===== src/rdm_pkg.sv =====
/*
  rdm_pkg: shared constants and carrier types of the receive channel
  monitor and elastic store align block.
  assumes: one 125 mhz system clock; 32-bit apb; 256-bit e1 frames.
*/
package rdm_pkg;

  // register indexes; byte address is four times the index
  localparam logic [7:0]  CTRL_IDX        = 8'haa;
  localparam logic [7:0]  MON_IDX         = 8'hab;
  localparam logic [7:0]  STAT_IDX        = 8'hac;
  localparam int unsigned APB_AW          = 12;
  localparam logic [11:0] CTRL_ADDR       = {2'h0, CTRL_IDX, 2'h0};
  localparam logic [11:0] MON_ADDR        = {2'h0, MON_IDX, 2'h0};
  localparam logic [11:0] STAT_ADDR       = {2'h0, STAT_IDX, 2'h0};

  // control register fields
  localparam int unsigned CTRL_RSVD_BIT   = 7;
  localparam int unsigned RX_ALIGN_BIT    = 6;
  localparam int unsigned TX_ALIGN_BIT    = 5;
  localparam int unsigned SEL_MSB         = 4;
  localparam int unsigned SEL_LSB         = 0;
  localparam int unsigned SEL_W           = SEL_MSB - SEL_LSB + 1;
  localparam logic [7:0]  CTRL_RESET      = 8'h00;
  localparam logic [7:0]  MON_RESET       = 8'h00;

  // status register fields (write one to clear)
  localparam int unsigned ST_RX_DONE_BIT  = 0;
  localparam int unsigned ST_RX_SKIP_BIT  = 1;
  localparam int unsigned ST_TX_DONE_BIT  = 2;
  localparam int unsigned ST_TX_SKIP_BIT  = 3;
  localparam int unsigned ST_MON_NEW_BIT  = 4;
  localparam int unsigned ST_SLIP_BIT     = 5;
  localparam int unsigned ST_W            = 6;
  localparam logic [5:0]  STAT_RESET      = 6'h00;

  // frame geometry
  localparam int unsigned FRAME_BITS      = 256;
  localparam int unsigned SLOT_BITS       = 8;
  localparam int unsigned POS_W           = 8;
  localparam logic [2:0]  SLOT_LAST_BIT   = 3'h7;
  localparam logic [7:0]  POS_FIRST       = 8'h00;
  localparam logic [7:0]  POS_STEP        = 8'h01;

  // elastic store pointers count bits over a two-frame store
  localparam int unsigned PTR_W           = 9;
  localparam logic [8:0]  HALF_FRAME_SEP  = 9'h080;

  typedef logic [PTR_W-1:0] rdm_ptr_t;

  typedef struct packed {
    rdm_ptr_t wr_ptr;
    rdm_ptr_t rd_ptr;
  } rdm_ptr_pair_t;

  typedef struct packed {
    logic     load;
    rdm_ptr_t rd_ptr;
  } rdm_align_cmd_t;

  typedef struct packed {
    logic valid;
    logic data;
    logic frame_start;
  } rdm_rx_bit_t;

  typedef enum logic {APB_IDLE, APB_RESP} rdm_apb_state_t;

endpackage : rdm_pkg

===== src/rdm_es_align_unit.sv =====
/*
  rdm_es_align_unit: one elastic store align engine.
  assumes: pointers are sampled synchronous to sys_clk_in; the store
  loads the new read pointer on the cycle that load is high.
*/
module rdm_es_align_unit
  import rdm_pkg::*;
(
  input  wire logic           sys_clk_in,   // system clock
  input  wire logic           sys_rst_in,   // sync reset, active high
  input  wire logic           request_in,   // align control bit level
  input  wire rdm_ptr_pair_t  ptrs_in,      // store write/read pointers
  output rdm_align_cmd_t      cmd_out,      // read pointer reload
  output logic                done_out,     // pulse: pointers moved
  output logic                skip_out      // pulse: no action needed
);

  logic      request_prev_q;
  logic      rise;
  rdm_ptr_t  sep;

  // only a fresh zero-to-one change counts; a held bit does nothing
  assign rise = request_in & ~request_prev_q;
  assign sep  = rdm_ptr_t'(ptrs_in.wr_ptr - ptrs_in.rd_ptr);

  always_ff @(posedge sys_clk_in) begin
    if (sys_rst_in) begin
      request_prev_q <= 1'b0;
    end else begin
      request_prev_q <= request_in;
    end
  end

  always_ff @(posedge sys_clk_in) begin
    if (sys_rst_in) begin
      cmd_out  <= '0;
      done_out <= 1'b0;
      skip_out <= 1'b0;
    end else begin
      cmd_out.load   <= 1'b0;
      cmd_out.rd_ptr <= rdm_ptr_t'(ptrs_in.wr_ptr - HALF_FRAME_SEP);
      done_out       <= 1'b0;
      skip_out       <= 1'b0;
      if (rise) begin
        if (sep < HALF_FRAME_SEP) begin
          // reload corrupts data in flight through the store
          cmd_out.load <= 1'b1;
          done_out     <= 1'b1;
        end else begin
          skip_out     <= 1'b1;
        end
      end
    end
  end

endmodule : rdm_es_align_unit


===== src/rdm_monitor_top.sv =====
/*
  rdm_monitor_top: apb register bank with elastic store align commands
  and the receive channel octet monitor.
  assumes: receive bits arrive as strobes synchronous to sys_clk_in,
  msb of each timeslot first, with a marker on the first frame bit;
  both elastic stores present pointers in the sys_clk_in domain.
*/
// The APB slave port was chosen for this implementation.
module rdm_monitor_top
  import rdm_pkg::*;
(
  input  wire logic               sys_clk_in,     // system clock
  input  wire logic               sys_rst_in,     // sync reset, high
  input  wire logic               psel_in,        // apb select
  input  wire logic               penable_in,     // apb enable
  input  wire logic               pwrite_in,      // apb direction
  input  wire logic [APB_AW-1:0]  paddr_in,       // apb byte address
  input  wire logic [31:0]        pwdata_in,      // apb write data
  input  wire logic [3:0]         pstrb_in,       // apb byte strobes
  output logic [31:0]             prdata_out,     // apb read data
  output logic                    pready_out,     // apb ready
  output logic                    pslverr_out,    // apb error
  input  wire rdm_rx_bit_t        rx_bit_in,      // receive bit strobe
  input  wire rdm_ptr_pair_t      rx_ptrs_in,     // rx store pointers
  input  wire rdm_ptr_pair_t      tx_ptrs_in,     // tx store pointers
  output rdm_align_cmd_t          rx_align_out,   // rx pointer reload
  output rdm_align_cmd_t          tx_align_out,   // tx pointer reload
  output logic [SEL_W-1:0]        rx_sel_out,     // selected timeslot
  output logic                    mon_update_out  // pulse: octet loaded
);

  rdm_apb_state_t     apb_state_q;
  logic [7:0]         ctrl_q;
  logic [7:0]         mon_q;
  logic [ST_W-1:0]    stat_q;
  logic [ST_W-1:0]    stat_set;
  logic [ST_W-1:0]    stat_clr;
  logic [7:0]         shift_q;
  logic [POS_W-1:0]   bit_pos_q;
  logic [POS_W-1:0]   cur_pos;
  logic [SEL_W-1:0]   cur_slot;
  logic [2:0]         cur_bit;
  logic               octet_hit;
  logic               slip;
  logic               commit;
  logic               wr_commit;
  logic               ctrl_hit;
  logic               mon_hit;
  logic               stat_hit;
  logic               addr_ok;
  logic [31:0]        rd_mux;
  logic               rx_done;
  logic               rx_skip;
  logic               tx_done;
  logic               tx_skip;
  rdm_align_cmd_t     rx_cmd;
  rdm_align_cmd_t     tx_cmd;

  // address decode; misaligned or other addresses answer with slverr
  assign ctrl_hit = (paddr_in == CTRL_ADDR);
  assign mon_hit  = (paddr_in == MON_ADDR);
  assign stat_hit = (paddr_in == STAT_ADDR);
  assign addr_ok  = ctrl_hit | mon_hit | stat_hit;

  // a transfer completes on the edge where pready is seen high
  assign commit    = (apb_state_q == APB_RESP) & psel_in & penable_in;
  assign wr_commit = commit & pwrite_in & pstrb_in[0];

  always_comb begin
    rd_mux = 32'h0000_0000;
    if (ctrl_hit) begin
      rd_mux[7:0] = ctrl_q;
    end else if (mon_hit) begin
      rd_mux[7:0] = mon_q;
    end else if (stat_hit) begin
      rd_mux[ST_W-1:0] = stat_q;
    end
  end

  // one wait state: setup, access, then ready in the next cycle
  always_ff @(posedge sys_clk_in) begin
    if (sys_rst_in) begin
      apb_state_q <= APB_IDLE;
      pready_out  <= 1'b0;
      pslverr_out <= 1'b0;
      prdata_out  <= 32'h0000_0000;
    end else begin
      case (apb_state_q)
        APB_IDLE: begin
          if (psel_in & penable_in) begin
            apb_state_q <= APB_RESP;
            pready_out  <= 1'b1;
            pslverr_out <= ~addr_ok;
            prdata_out  <= pwrite_in ? 32'h0000_0000 : rd_mux;
          end
        end
        APB_RESP: begin
          apb_state_q <= APB_IDLE;
          pready_out  <= 1'b0;
          pslverr_out <= 1'b0;
          prdata_out  <= 32'h0000_0000;
        end
        default: begin
          apb_state_q <= APB_IDLE;
          pready_out  <= 1'b0;
          pslverr_out <= 1'b0;
          prdata_out  <= 32'h0000_0000;
        end
      endcase
    end
  end

  // control register; the unassigned top bit is held at zero, so a
  // careless write there cannot leave a stale one behind
  always_ff @(posedge sys_clk_in) begin
    if (sys_rst_in) begin
      ctrl_q <= CTRL_RESET;
    end else if (wr_commit & ctrl_hit) begin
      ctrl_q                <= pwdata_in[7:0];
      ctrl_q[CTRL_RSVD_BIT] <= 1'b0;
    end
  end

  // software may only toggle the align bits once the system clocks
  // are stable; the engines trust the pointers they are handed
  rdm_es_align_unit u_rx_align (
    .sys_clk_in (sys_clk_in),
    .sys_rst_in (sys_rst_in),
    .request_in (ctrl_q[RX_ALIGN_BIT]),
    .ptrs_in    (rx_ptrs_in),
    .cmd_out    (rx_cmd),
    .done_out   (rx_done),
    .skip_out   (rx_skip)
  );

  rdm_es_align_unit u_tx_align (
    .sys_clk_in (sys_clk_in),
    .sys_rst_in (sys_rst_in),
    .request_in (ctrl_q[TX_ALIGN_BIT]),
    .ptrs_in    (tx_ptrs_in),
    .cmd_out    (tx_cmd),
    .done_out   (tx_done),
    .skip_out   (tx_skip)
  );

  // reload commands leave through one more flop so every output is
  // registered at the top; the store sees load one cycle later
  always_ff @(posedge sys_clk_in) begin
    if (sys_rst_in) begin
      rx_align_out <= '0;
      tx_align_out <= '0;
    end else begin
      rx_align_out <= rx_cmd;
      tx_align_out <= tx_cmd;
    end
  end

  // receive bit position within the frame; the marker restarts it
  assign cur_pos  = rx_bit_in.frame_start ? POS_FIRST : bit_pos_q;
  assign cur_slot = cur_pos[POS_W-1:3];
  assign cur_bit  = cur_pos[2:0];
  // the select value is the timeslot index, channel number minus one
  assign octet_hit = rx_bit_in.valid & (cur_bit == SLOT_LAST_BIT) &
                     (cur_slot == ctrl_q[SEL_MSB:SEL_LSB]);
  assign slip = rx_bit_in.valid & rx_bit_in.frame_start &
                (bit_pos_q != POS_FIRST);

  always_ff @(posedge sys_clk_in) begin
    if (sys_rst_in) begin
      bit_pos_q <= POS_FIRST;
      shift_q   <= 8'h00;
    end else if (rx_bit_in.valid) begin
      bit_pos_q <= POS_W'(cur_pos + POS_STEP);
      shift_q   <= {shift_q[6:0], rx_bit_in.data};
    end
  end

  // the octet is taken whole at its last bit, once per frame, so a
  // reader never sees half of one slot and half of the next
  always_ff @(posedge sys_clk_in) begin
    if (sys_rst_in) begin
      mon_q          <= MON_RESET;
      mon_update_out <= 1'b0;
    end else begin
      mon_update_out <= octet_hit;
      if (octet_hit) begin
        mon_q <= {shift_q[6:0], rx_bit_in.data};
      end
    end
  end

  always_ff @(posedge sys_clk_in) begin
    if (sys_rst_in) begin
      rx_sel_out <= '0;
    end else begin
      rx_sel_out <= ctrl_q[SEL_MSB:SEL_LSB];
    end
  end

  // sticky status; a new event in the clearing cycle survives
  always_comb begin
    stat_set                 = '0;
    stat_set[ST_RX_DONE_BIT] = rx_done;
    stat_set[ST_RX_SKIP_BIT] = rx_skip;
    stat_set[ST_TX_DONE_BIT] = tx_done;
    stat_set[ST_TX_SKIP_BIT] = tx_skip;
    stat_set[ST_MON_NEW_BIT] = octet_hit;
    stat_set[ST_SLIP_BIT]    = slip;
    stat_clr = (wr_commit & stat_hit) ? pwdata_in[ST_W-1:0] : '0;
  end

  always_ff @(posedge sys_clk_in) begin
    if (sys_rst_in) begin
      stat_q <= STAT_RESET;
    end else begin
      stat_q <= (stat_q & ~stat_clr) | stat_set;
    end
  end

endmodule : rdm_monitor_top


===== config.mk =====
export PLATFORM = sky130hd
export DESIGN_NAME = rdm_monitor_top
export DESIGN_NICKNAME = d
export VERILOG_FILES = /design/src/rdm_pkg.sv /design/src/rdm_es_align_unit.sv /design/src/rdm_monitor_top.sv
export SDC_FILE = /design/constraint.sdc
export NUM_CORES = 1
export LEC_CHECK = 0
export BUFFER_PORTS_ARGS = -buffer_cell sky130_fd_sc_hd__buf_2
export CORE_MARGIN = 4
export CORE_UTILIZATION = 30
export CTS_CLUSTER_SIZE = 24
export DETAILED_ROUTE_END_ITERATION = 10
export PLACE_DENSITY = 0.58
export SLEW_MARGIN = 20
export SYNTH_ARGS = -nofsm -noshare
export SYNTH_HDL_FRONTEND = slang
export SYNTH_SLANG_ARGS = --single-unit

===== constraint.sdc =====
create_clock -name sys_clk_in -period 3.8 [get_ports sys_clk_in]
set_input_delay 0.38 -clock sys_clk_in [delete_from_list [all_inputs] [get_ports sys_clk_in]]
set_output_delay 0.38 -clock sys_clk_in [all_outputs]
set_load 0.005 [all_outputs]

==> results of run 1 <==
-- layout make-up --
type                       count  area [µm²]
clock inverter                 6       67.56
inverter                      24       90.09
fill                        1397        8416
multi-input combinational    304        1983
timing repair buffer         100       505.5
tap                          176       220.2
sequential                    97        1942
clock buffer                  10       229.0
-- registers in the layout (all words and copies together), names as in the netlist --
| name | cells |
|---|---|
| rx_align_out | 10 |
| tx_align_out | 10 |
| u_rx_align.cmd_out | 10 |
| u_tx_align.cmd_out | 10 |
| bit_pos_q | 8 |
| mon_q | 8 |
| prdata_out | 8 |
| ctrl_q | 7 |
| shift_q | 7 |
| stat_q | 6 |
| rx_sel_out | 5 |
| apb_state_q | 1 |
| mon_update_out | 1 |
| pready_out | 1 |
| pslverr_out | 1 |
| u_rx_align.request_prev_q | 1 |
| u_rx_align.skip_out | 1 |
| u_tx_align.request_prev_q | 1 |
| u_tx_align.skip_out | 1 |
-- metrics by stage --
stage                     utilization  cells  setup WS, ns  area, µm²  hold slack [ns]
after CTS                      0.3743    717         1.817       5035           0.2243
after detailed placement       0.3522    701         1.658       4738           0.4270
after floorplan                     -    465         1.987       4259           0.4108
final                          0.3744    717         1.844       5037           0.2414
after global routing           0.3744    717         1.671       5037           0.2468
after global placement         0.3522    701         1.723       4738           0.4168
-- routing by layer --
layer / global-route usage / part of all wire
met1: 0.1502 / 0.47
met2: 0.1743 / 0.44
met3: 0.04403 / 0.078
met4: 0.03722 / 0.013
met5: 0 / 0
-- cells by family after synthesis --
logic type                 synth area share
DFF                                  0.4654
AOI/OAI and AO/OA                   0.07856
and+or+nand+nor                      0.2321
adders and majority gates           0.04798
xor gates and xnor gates            0.01889
muxes                               0.07616
other                             0.0008987
buffers and inverters               0.08006
-- power by group through the flow --
stage	sequential [µW]	clock, µW	combinational (µW)
2_1_floorplan	1070	0	113
3_3_place_gp	1070	0	158
3_5_place_dp	1070	0	163
4_1_cts	1050	937	164
5_1_grt	1050	974	187
6_report	1050	904	162
-- critical path: stages, from the launching register on --
cell and delay [ns]:
dfxtp_1 0.40, nor2b_1 0.22, ha_1 0.20, ha_1 0.16, nand3_1 0.15, nor3_4 0.53, mux2i_1 0.24
-- placed cells by master (no fill, tap or decap), types with 4 or more instances in the layout --
master / count
a31oi_1: 4
nand2b_1: 19
nor2b_1: 51
ha_1: 16
xnor2_1: 7
and3_1: 4
mux2_1: 6
a22oi_1: 9
dfxtp_1: 97
nand3_1: 5
clkbuf_16: 9
nand2_1: 19
mux2i_1: 25
nand4_1: 5
inv_1: 24
nor2_1: 42
conb_1: 24
a21oi_1: 22
o21ai_1: 8
nor3_1: 6
buf_2: 98
-- final timing paths --
check                   startpoint                    end  cells after the start
max                   bit_pos_q[0]               mon_q[0]                      6
min                 tx_ptrs_in[16]  u_tx_align.cmd_out[7]                      2
max reg2reg           bit_pos_q[0]               mon_q[0]                      6
min reg2reg  u_rx_align.cmd_out[2]        rx_align_out[2]                      1
==> results.sh, run 1 <==
export IMPL_status="finished clean"
export IMPL_dp_hpwl_mm=6.780
export IMPL_p_seq_frac=0.496
export IMPL_cp_arrival_ns=2.23
export IMPL_pin_count=152
export IMPL_fp_dieW_um=125.9
export IMPL_power_internal_uw=1626
export IMPL_critPathKind="flip-flop to flip-flop"
export IMPL_drt_total_wl_mm=9.070
export IMPL_endpoint_kind="flip-flop"
export IMPL_grt_usage=0.1147
export IMPL_syn_to_final_growth_pct=20.72
export IMPL_layout_nets=644
export IMPL_cap_violations=0
export IMPL_yosys_cell_types_count=44
export IMPL_switching_share=0.2311
export IMPL_start_util=0.3102
export IMPL_reg2reg_slack_ns=1.84
export IMPL_port_buffers=99
export IMPL_synth_seq_cells=97
export IMPL_die_area_um2=15860
export IMPL_slew_headroom=0.4773
export IMPL_ys_top_cells_by_count="97 x dfxtp_1, 51 x nor2b_1, 42 x nor2_1"
export IMPL_fin_crit_sh=0.5148
export IMPL_synth_top_cell_area_share=0.4654
export IMPL_hold_class="primary input to flip-flop"
export IMPL_synth_edf_count=0
export IMPL_wl_per_cell_um=12.65
export IMPL_cts_root_buffer="clkbuf_16"
export IMPL_die_h_um=125.9
export IMPL_tns_ns=0
export IMPL_tightest_slew_ns=0.7782
export IMPL_vias=3177
export IMPL_clk_latency_ns=0.34
export IMPL_p_comb_frac=0.077
export IMPL_synth_largest_area_cell="dfxtp_1"
export IMPL_ir_drop_uv=169.8
export IMPL_gp_congestion=0.7615
export IMPL_p_leak_uw=0.002210
export IMPL_fin_worst_skew_ns=0.007226
export IMPL_post_cts_buffers=0
export IMPL_ant_nets=0
export IMPL_netlist_area_um2=4173
export IMPL_coreArea_um2=13450
export IMPL_switchingPower_uw=488.8
export IMPL_htree_levels=3
export IMPL_synthCells=442
export IMPL_drt_iter0_drc=215
export IMPL_grt_max_degree=66
export IMPL_netlist_top_cells_area="dfxtp_1 47%, nor2b_1 7.6%, mux2i_1 6.0%"
export IMPL_synthArstFlopShare=0
export IMPL_clkPwrFrac=0.428
export IMPL_grt_antenna_before_repair=0
export IMPL_cts_tree="yes"
export IMPL_drive_above_1_share=0.2255
export IMPL_cts_buffers=9
export IMPL_critPathMaxFanout=8
export IMPL_required_ns=4.07
export IMPL_grt_pass1_wl_mm=14.98
export IMPL_overflow=0
export IMPL_cts_num_sinks=97
export IMPL_ctsResizeCount=0
export IMPL_finalHoldViolCount=0
export IMPL_cp_start_kind="flip-flop"
export IMPL_diodes=0
export IMPL_fin_crit_ns=1.956
export IMPL_drcViolationCount=0
export IMPL_setup_violations=0
export IMPL_num_rows=42
export IMPL_ys_seq_area_frac=0.4654
export IMPL_via_per_inst=4.431
export IMPL_avgSynthCellArea_um2=9.441
export IMPL_rsz0062_at_grt="false"
export IMPL_synth_most_common_cell="dfxtp_1"
export IMPL_synth_ff_type="dfxtp_1"
export IMPL_slew_violations=0
export IMPL_p_total_uw=2115
export IMPL_power_density_nw_per_um2=419.8
export IMPL_grt_pass1_vias=3040
export IMPL_max_freq_mhz=511.2
export IMPL_hold_buffers=0
export IMPL_clk_pin_slew_ns=0.07
export IMPL_drtPass1Iterations=4
export IMPL_clk_path_buf_depth=2
export IMPL_yosys_warnings=0
(Power assumes the default switching activity.)
==> run 2: changes to the inputs <==
Settings changed: PLACE_DENSITY 0.58 to 0.6.
Clock period 3.8 ns to 1.65 ns, I/O delays scaled along.
==> run 2 against run 1 <==
Against the previous run: critical path depth increased by 1; cell count increased by 2.4%; maximum frequency increased by 28%; cell area increased by 3.5%; core utilization increased by 1.3 points; register-to-register slack got worse by 1.7 ns; clock power increased by 110%; global-route usage increased by 0.33 points; sequential share of layout area decreased by 1.2 points; non-clock buffer count increased by 17; setup slack got worse by 1.7 ns; largest power group unchanged.
==> results.sh, run 2 (synthesis results as in run 1) <==
export IMPL_status="finished clean"
export IMPL_ant_nets=0
export IMPL_cts_num_sinks=97
export IMPL_drive_above_1_share=0.2616
export IMPL_post_cts_buffers=0
export IMPL_grt_antenna_before_repair=0
export IMPL_final_common_cell="buf_2"
export IMPL_cp_slowest_cell="dfxtp_2"
export IMPL_hold_buffers=0
export IMPL_clk_pin_slew_ns=0.07
export IMPL_dp_hpwl_mm=7.025
export IMPL_mostFrequentLayoutCells="99 x buf_2, 93 x dfxtp_1, 48 x nor2b_1"
export IMPL_cp_arrival_ns=1.80
export IMPL_power_density_nw_per_um2=901.2
export IMPL_overflow=0
export IMPL_fin_worst_skew_ns=0.005658
export IMPL_tightest_slew_ns=0.7164
export IMPL_critPathKind="flip-flop to flip-flop"
export IMPL_max_freq_mhz=653.1
export IMPL_syn_to_final_growth_pct=24.95
export IMPL_hold_slack_ns=0.01851
export IMPL_pin_count=152
export IMPL_crit_buf_inv=1
export IMPL_clk_path_buf_depth=2
export IMPL_tns_ns=0
export IMPL_path_common_cell="ha_4"
export IMPL_cts_root_buffer="clkbuf_16"
export IMPL_die_h_um=125.9
export IMPL_vias=3282
export IMPL_fin_crit_ns=1.531
export IMPL_die_area_um2=15860
export IMPL_drtPass1Iterations=4
export IMPL_ir_drop_uv=493.8
export IMPL_grt_pass1_wl_mm=15.11
export IMPL_via_per_inst=4.471
export IMPL_drt_total_wl_mm=9.373
export IMPL_finalCoreUtilization=0.3876
export IMPL_grt_max_degree=50
export IMPL_slew_headroom=0.5224
export IMPL_finalHoldViolCount=0
export IMPL_num_rows=42
export IMPL_htree_levels=3
export IMPL_fp_dieW_um=125.9
export IMPL_layout_nets=661
export IMPL_diodes=0
export IMPL_port_buffers=99
export IMPL_grt_pass1_vias=3239
export IMPL_dp_cells=718
export IMPL_required_ns=1.92
export IMPL_cp_top_family="simple AND/OR/NAND/NOR gates"
export IMPL_cap_violations=0
export IMPL_grt_usage=0.1179
export IMPL_setup_violations=0
export IMPL_cpPeakStageDelay_ns=0.33
export IMPL_rsz0062_at_grt="false"
export IMPL_clk_latency_ns=0.34
export IMPL_hold_class="primary input to flip-flop"
export IMPL_p_leak_uw=0.002291
export IMPL_critPathMaxFanout=8
export IMPL_cp_start_kind="flip-flop"
export IMPL_drcViolationCount=0
export IMPL_start_util=0.3102
export IMPL_wl_per_cell_um=12.77
export IMPL_drt_iter0_drc=158
export IMPL_cts_buffers=9
export IMPL_endpoint_kind="flip-flop"
export IMPL_cts_tree="yes"
export IMPL_gp_congestion=0.7933
export IMPL_slew_violations=0
export IMPL_fin_crit_sh=0.9280
export IMPL_coreArea_um2=13450
export IMPL_crit_chain="nor2b_4 > ha_4 > ha_4 > nand3_2 > nor3_4 > buf_12 > mux2i_1"
export IMPL_final_cells=734
-- run 2: per-stage QoR --
stage	setup WS, ns	instance area [µm²]	total power [µW]
after global routing	0.0003160	5214	4917
after floorplan	0.02608	4259	2725
final	0.1189	5214	4699
after global placement	-0.05932	4903	2859
after CTS	0.006254	5181	4778
after detailed placement	-0.08394	4903	2873
-- run 2: routing by layer --
| layer | wire length, µm | GRT usage |
|---|---|---|
| met5 | 0 | 0 |
| met4 | 160 | 0.04795 |
| met3 | 812 | 0.05588 |
| met2 | 4224 | 0.1840 |
| met1 | 4175 | 0.1399 |
-- run 2: where the power goes --
group          total, µW  switching [µW]  leakage (µW)  internal (µW)
registers           2410            15.5      0.000792           2400
logic                415             218       0.00138            196
clock network       1870             854      0.000124           1020
total               4700            1090       0.00229           3610
-- run 2: worst register-to-register path: cells and delay by family, from the launching register on --
family	cells	cell delay (ns)
adder cells (fa/ha/maj)	2	0.29
buffers and inverters	1	0.16
flip-flops	1	0.33
multiplexers	1	0.19
AND/OR/NAND/NOR	3	0.48
-- run 2: timing repair --
| item | 4_1_cts | 5_1_grt |
|---|---|---|
| endpoints found under the hold margin | 0 | 0 |
| resized for setup | 6 | 8 |
| pin swaps | 1 | 1 |
| setup endpoints to repair | 9 | 8 |
-- run 2: final timing paths --
check	slack, ns	depth (start not counted)	from	end
max	0.12	7	bit_pos_q[0]	mon_q[3]
min	0.02	2	tx_ptrs_in[16]	u_tx_align.cmd_out[7]
max reg2reg	0.12	7	bit_pos_q[0]	mon_q[3]
min reg2reg	0.44	1	u_rx_align.cmd_out[6]	rx_align_out[6]
-- run 2: area by class of cell --
class	count	area, µm²
flip-flops and latches	97	1947
clock inverters	3	17.52
repair buffers	117	668.1
multi-input cells	304	2031
fillers	1387	8239
clock buffers	13	240.2
well taps	176	220.2
inverters	24	90.09
==> run 3: changes to the inputs <==
Settings changed: HOLD_SLACK_MARGIN set to 0.08, SYNTH_HIERARCHICAL set to 1.
==> run 3 against run 2 <==
Against the previous run: synthesized cell count is 3.4% higher; die area grew 2.4%; sequential share of layout area down 2.3 points; first-iteration DRC count grew 9.5%; count of clock-buffer cells in the layout shrank 2; largest cell class unchanged; critical path type unchanged; clock skew rose by 0.011 ns; hold slack gained 0.072 ns; critical path depth is the same; critical endpoint is now mon_q[6].
==> results.sh, run 3 <==
export IMPL_syn_to_final_growth_pct=29.61
export IMPL_synth_ff_type="dfxtp_1"
export IMPL_p_total_uw=4957
export IMPL_grt_antenna_before_repair=0
export IMPL_ys_top_cells_by_count="97 x dfxtp_1, 54 x nor2b_1, 35 x nor2_1"
export IMPL_rsz0062_at_grt="true"
export IMPL_status="finished clean"
export IMPL_ir_drop_uv=828.3
export IMPL_num_rows=43
export IMPL_required_ns=1.92
export IMPL_start_util=0.3072
export IMPL_grt_usage=0.1163
export IMPL_yosys_warnings=6
export IMPL_grt_max_degree=38
export IMPL_nFillCells=1385
export IMPL_port_buffers=99
export IMPL_hold_slack_ns=0.09004
export IMPL_crit_chain="nor2b_4 > ha_2 > ha_2 > nand3_2 > nor3_4 > buf_12 > mux2i_1"
export IMPL_via_per_inst=4.289
export IMPL_critPathKind="flip-flop to flip-flop"
export IMPL_max_freq_mhz=629.2
export IMPL_drt_total_wl_mm=9.305
export IMPL_slew_violations=0
export IMPL_layout_setup_ws_ns=0.06071
export IMPL_synth_largest_area_cell="dfxtp_1"
export IMPL_drcViolationCount=0
export IMPL_clk_latency_ns=0.35
export IMPL_synth_seq_cells=97
export IMPL_synthCells=457
export IMPL_cts_tree="yes"
export IMPL_cap_violations=0
export IMPL_drtPass1Iterations=4
export IMPL_cts_root_buffer="clkbuf_16"
export IMPL_cpPeakStageDelay_ns=0.35
export IMPL_fin_worst_skew_ns=0.01656
export IMPL_drive_above_1_share=0.2588
export IMPL_ys_seq_area_frac=0.4537
export IMPL_vias=3324
export IMPL_mostFrequentLayoutCells="99 x buf_2, 95 x dfxtp_1, 53 x nor2b_1"
export IMPL_overflow=0
export IMPL_gp_congestion=0.7906
export IMPL_fin_crit_ns=1.589
export IMPL_final_common_cell="buf_2"
export IMPL_endpoint_kind="flip-flop"
export IMPL_pre_cts_ws_ns=-0.01335
export IMPL_hold_class="primary input to flip-flop"
export IMPL_dp_hpwl_mm=7.023
export IMPL_multi_input_area_um2=2135
export IMPL_setup_violations=0
export IMPL_finalHoldViolCount=0
export IMPL_yosys_cell_types_count=41
export IMPL_cts_buffers=9
export IMPL_ff_latch_area_um2=1944
export IMPL_biggestRegsByFlops="rx_align_out (10), tx_align_out (10)"
export IMPL_synth_top_cell_area_share=0.4537
export IMPL_cts_num_sinks=97
export IMPL_clk_pin_slew_ns=0.08
export IMPL_diodes=0
export IMPL_avgSynthCellArea_um2=9.366
export IMPL_netlist_area_um2=4280
export IMPL_synth_edf_count=0
export IMPL_htree_levels=3
export IMPL_die_area_um2=16240
export IMPL_grt_pass1_wl_mm=15.26
export IMPL_power_density_nw_per_um2=893.4
export IMPL_synthArstFlopShare=0
export IMPL_synth_most_common_cell="dfxtp_1"
export IMPL_coreArea_um2=13930
export IMPL_wl_per_cell_um=12.01
export IMPL_layout_nets=698
export IMPL_cp_start_kind="flip-flop"
export IMPL_path_common_cell="ha_2"
export IMPL_fp_dieW_um=127.5
export IMPL_netlist_top_cells_area="dfxtp_1 45%, nor2b_1 7.9%, mux2i_1 5.8%"
export IMPL_cp_arrival_ns=1.86
export IMPL_drt_iter0_drc=173
export IMPL_die_h_um=127.5
export IMPL_cp_slowest_cell="dfxtp_2"
export IMPL_clk_path_buf_depth=2
export IMPL_grt_pass1_vias=3227
export IMPL_ant_nets=0
export IMPL_fin_crit_sh=0.9632
export IMPL_p_leak_uw=0.002472
export IMPL_critPathMaxFanout=8
export IMPL_pin_count=152
[run 3: critical path, delay by kind of cell (launching register included)]
family	cells	cell delay, ns
buf+inv	1	0.16
simple gates	3	0.47
mux	1	0.18
fa+ha+maj	2	0.36
flops	1	0.35
[run 3: layout make-up]
type	count	share of cell area
Tap cell	180	0.04060
Timing Repair Buffer	137	0.1547
Inverter	26	0.01759
Clock buffer	11	0.04375
Clock inverter	5	0.008119
Multi-Input combinational cell	319	0.3848
Sequential cell	97	0.3505
[run 3: logic make-up after synthesis]
kind of cell               Yosys count  synth area share
buffers and inverters               64           0.07951
other                                1         0.0008761
xor gates and xnor gates            16           0.03274
adders and majority gates           16           0.04677
AOI/OAI and AO/OA                   63           0.08828
muxes                               25           0.05846
DFF                                 97            0.4537
and+or+nand+nor                    175            0.2397
[run 3: repair_timing]
| item | in CTS | in global routing |
|---|---|---|
| pin swaps | 1 | 6 |
| hold endpoints to repair | 22 | 0 |
| hold buffers | 21 | 0 |
| resized for setup | 4 | 9 |
| setup buffers | 0 | 2 |
| setup endpoints to repair | 8 | 11 |
[run 3: where the power goes]
part           total (µW)  internal (µW)  switching [µW]
clock                2040           1090             946
combinational         509            253             255
sequential           2410           2390            15.3
[run 3: metal layers]
metal	vias up	track usage	routed length, µm	part of all wire
li1	1726	-	-	-
met1	1485	0.1451	4189	0.45
met2	103	0.1849	4220	0.45
met3	10	0.03930	734	0.079
met4	0	0.04606	161	0.017
met5	-	0	0	0
[run 3: path summary, 6_finish.rpt]
| check | start | to | slack, ns | depth (start not counted) |
|---|---|---|---|---|
| worst min register to register | u_rx_align/cmd_out[8] | rx_align_out[8] | 0.43 | 1 |
| worst max-delay path | bit_pos_q[1] | mon_q[6] | 0.06 | 7 |
| worst max register to register | bit_pos_q[1] | mon_q[6] | 0.06 | 7 |
| worst min-delay path | pwdata_in[0] | ctrl_q[0] | 0.09 | 3 |
[run 3: metrics by stage]
stage / TNS (ns) / area [µm²] / utilization / instances
2_1_floorplan: 0 / 4367 / - / 480
3_3_place_gp: 0 / 4982 / 0.3575 / 736
3_5_place_dp: -0.02231 / 4982 / 0.3575 / 736
4_1_cts: 0 / 5492 / 0.3941 / 773
5_1_grt: -0.02254 / 5548 / 0.3981 / 775
6_report: 0 / 5548 / 0.3981 / 775
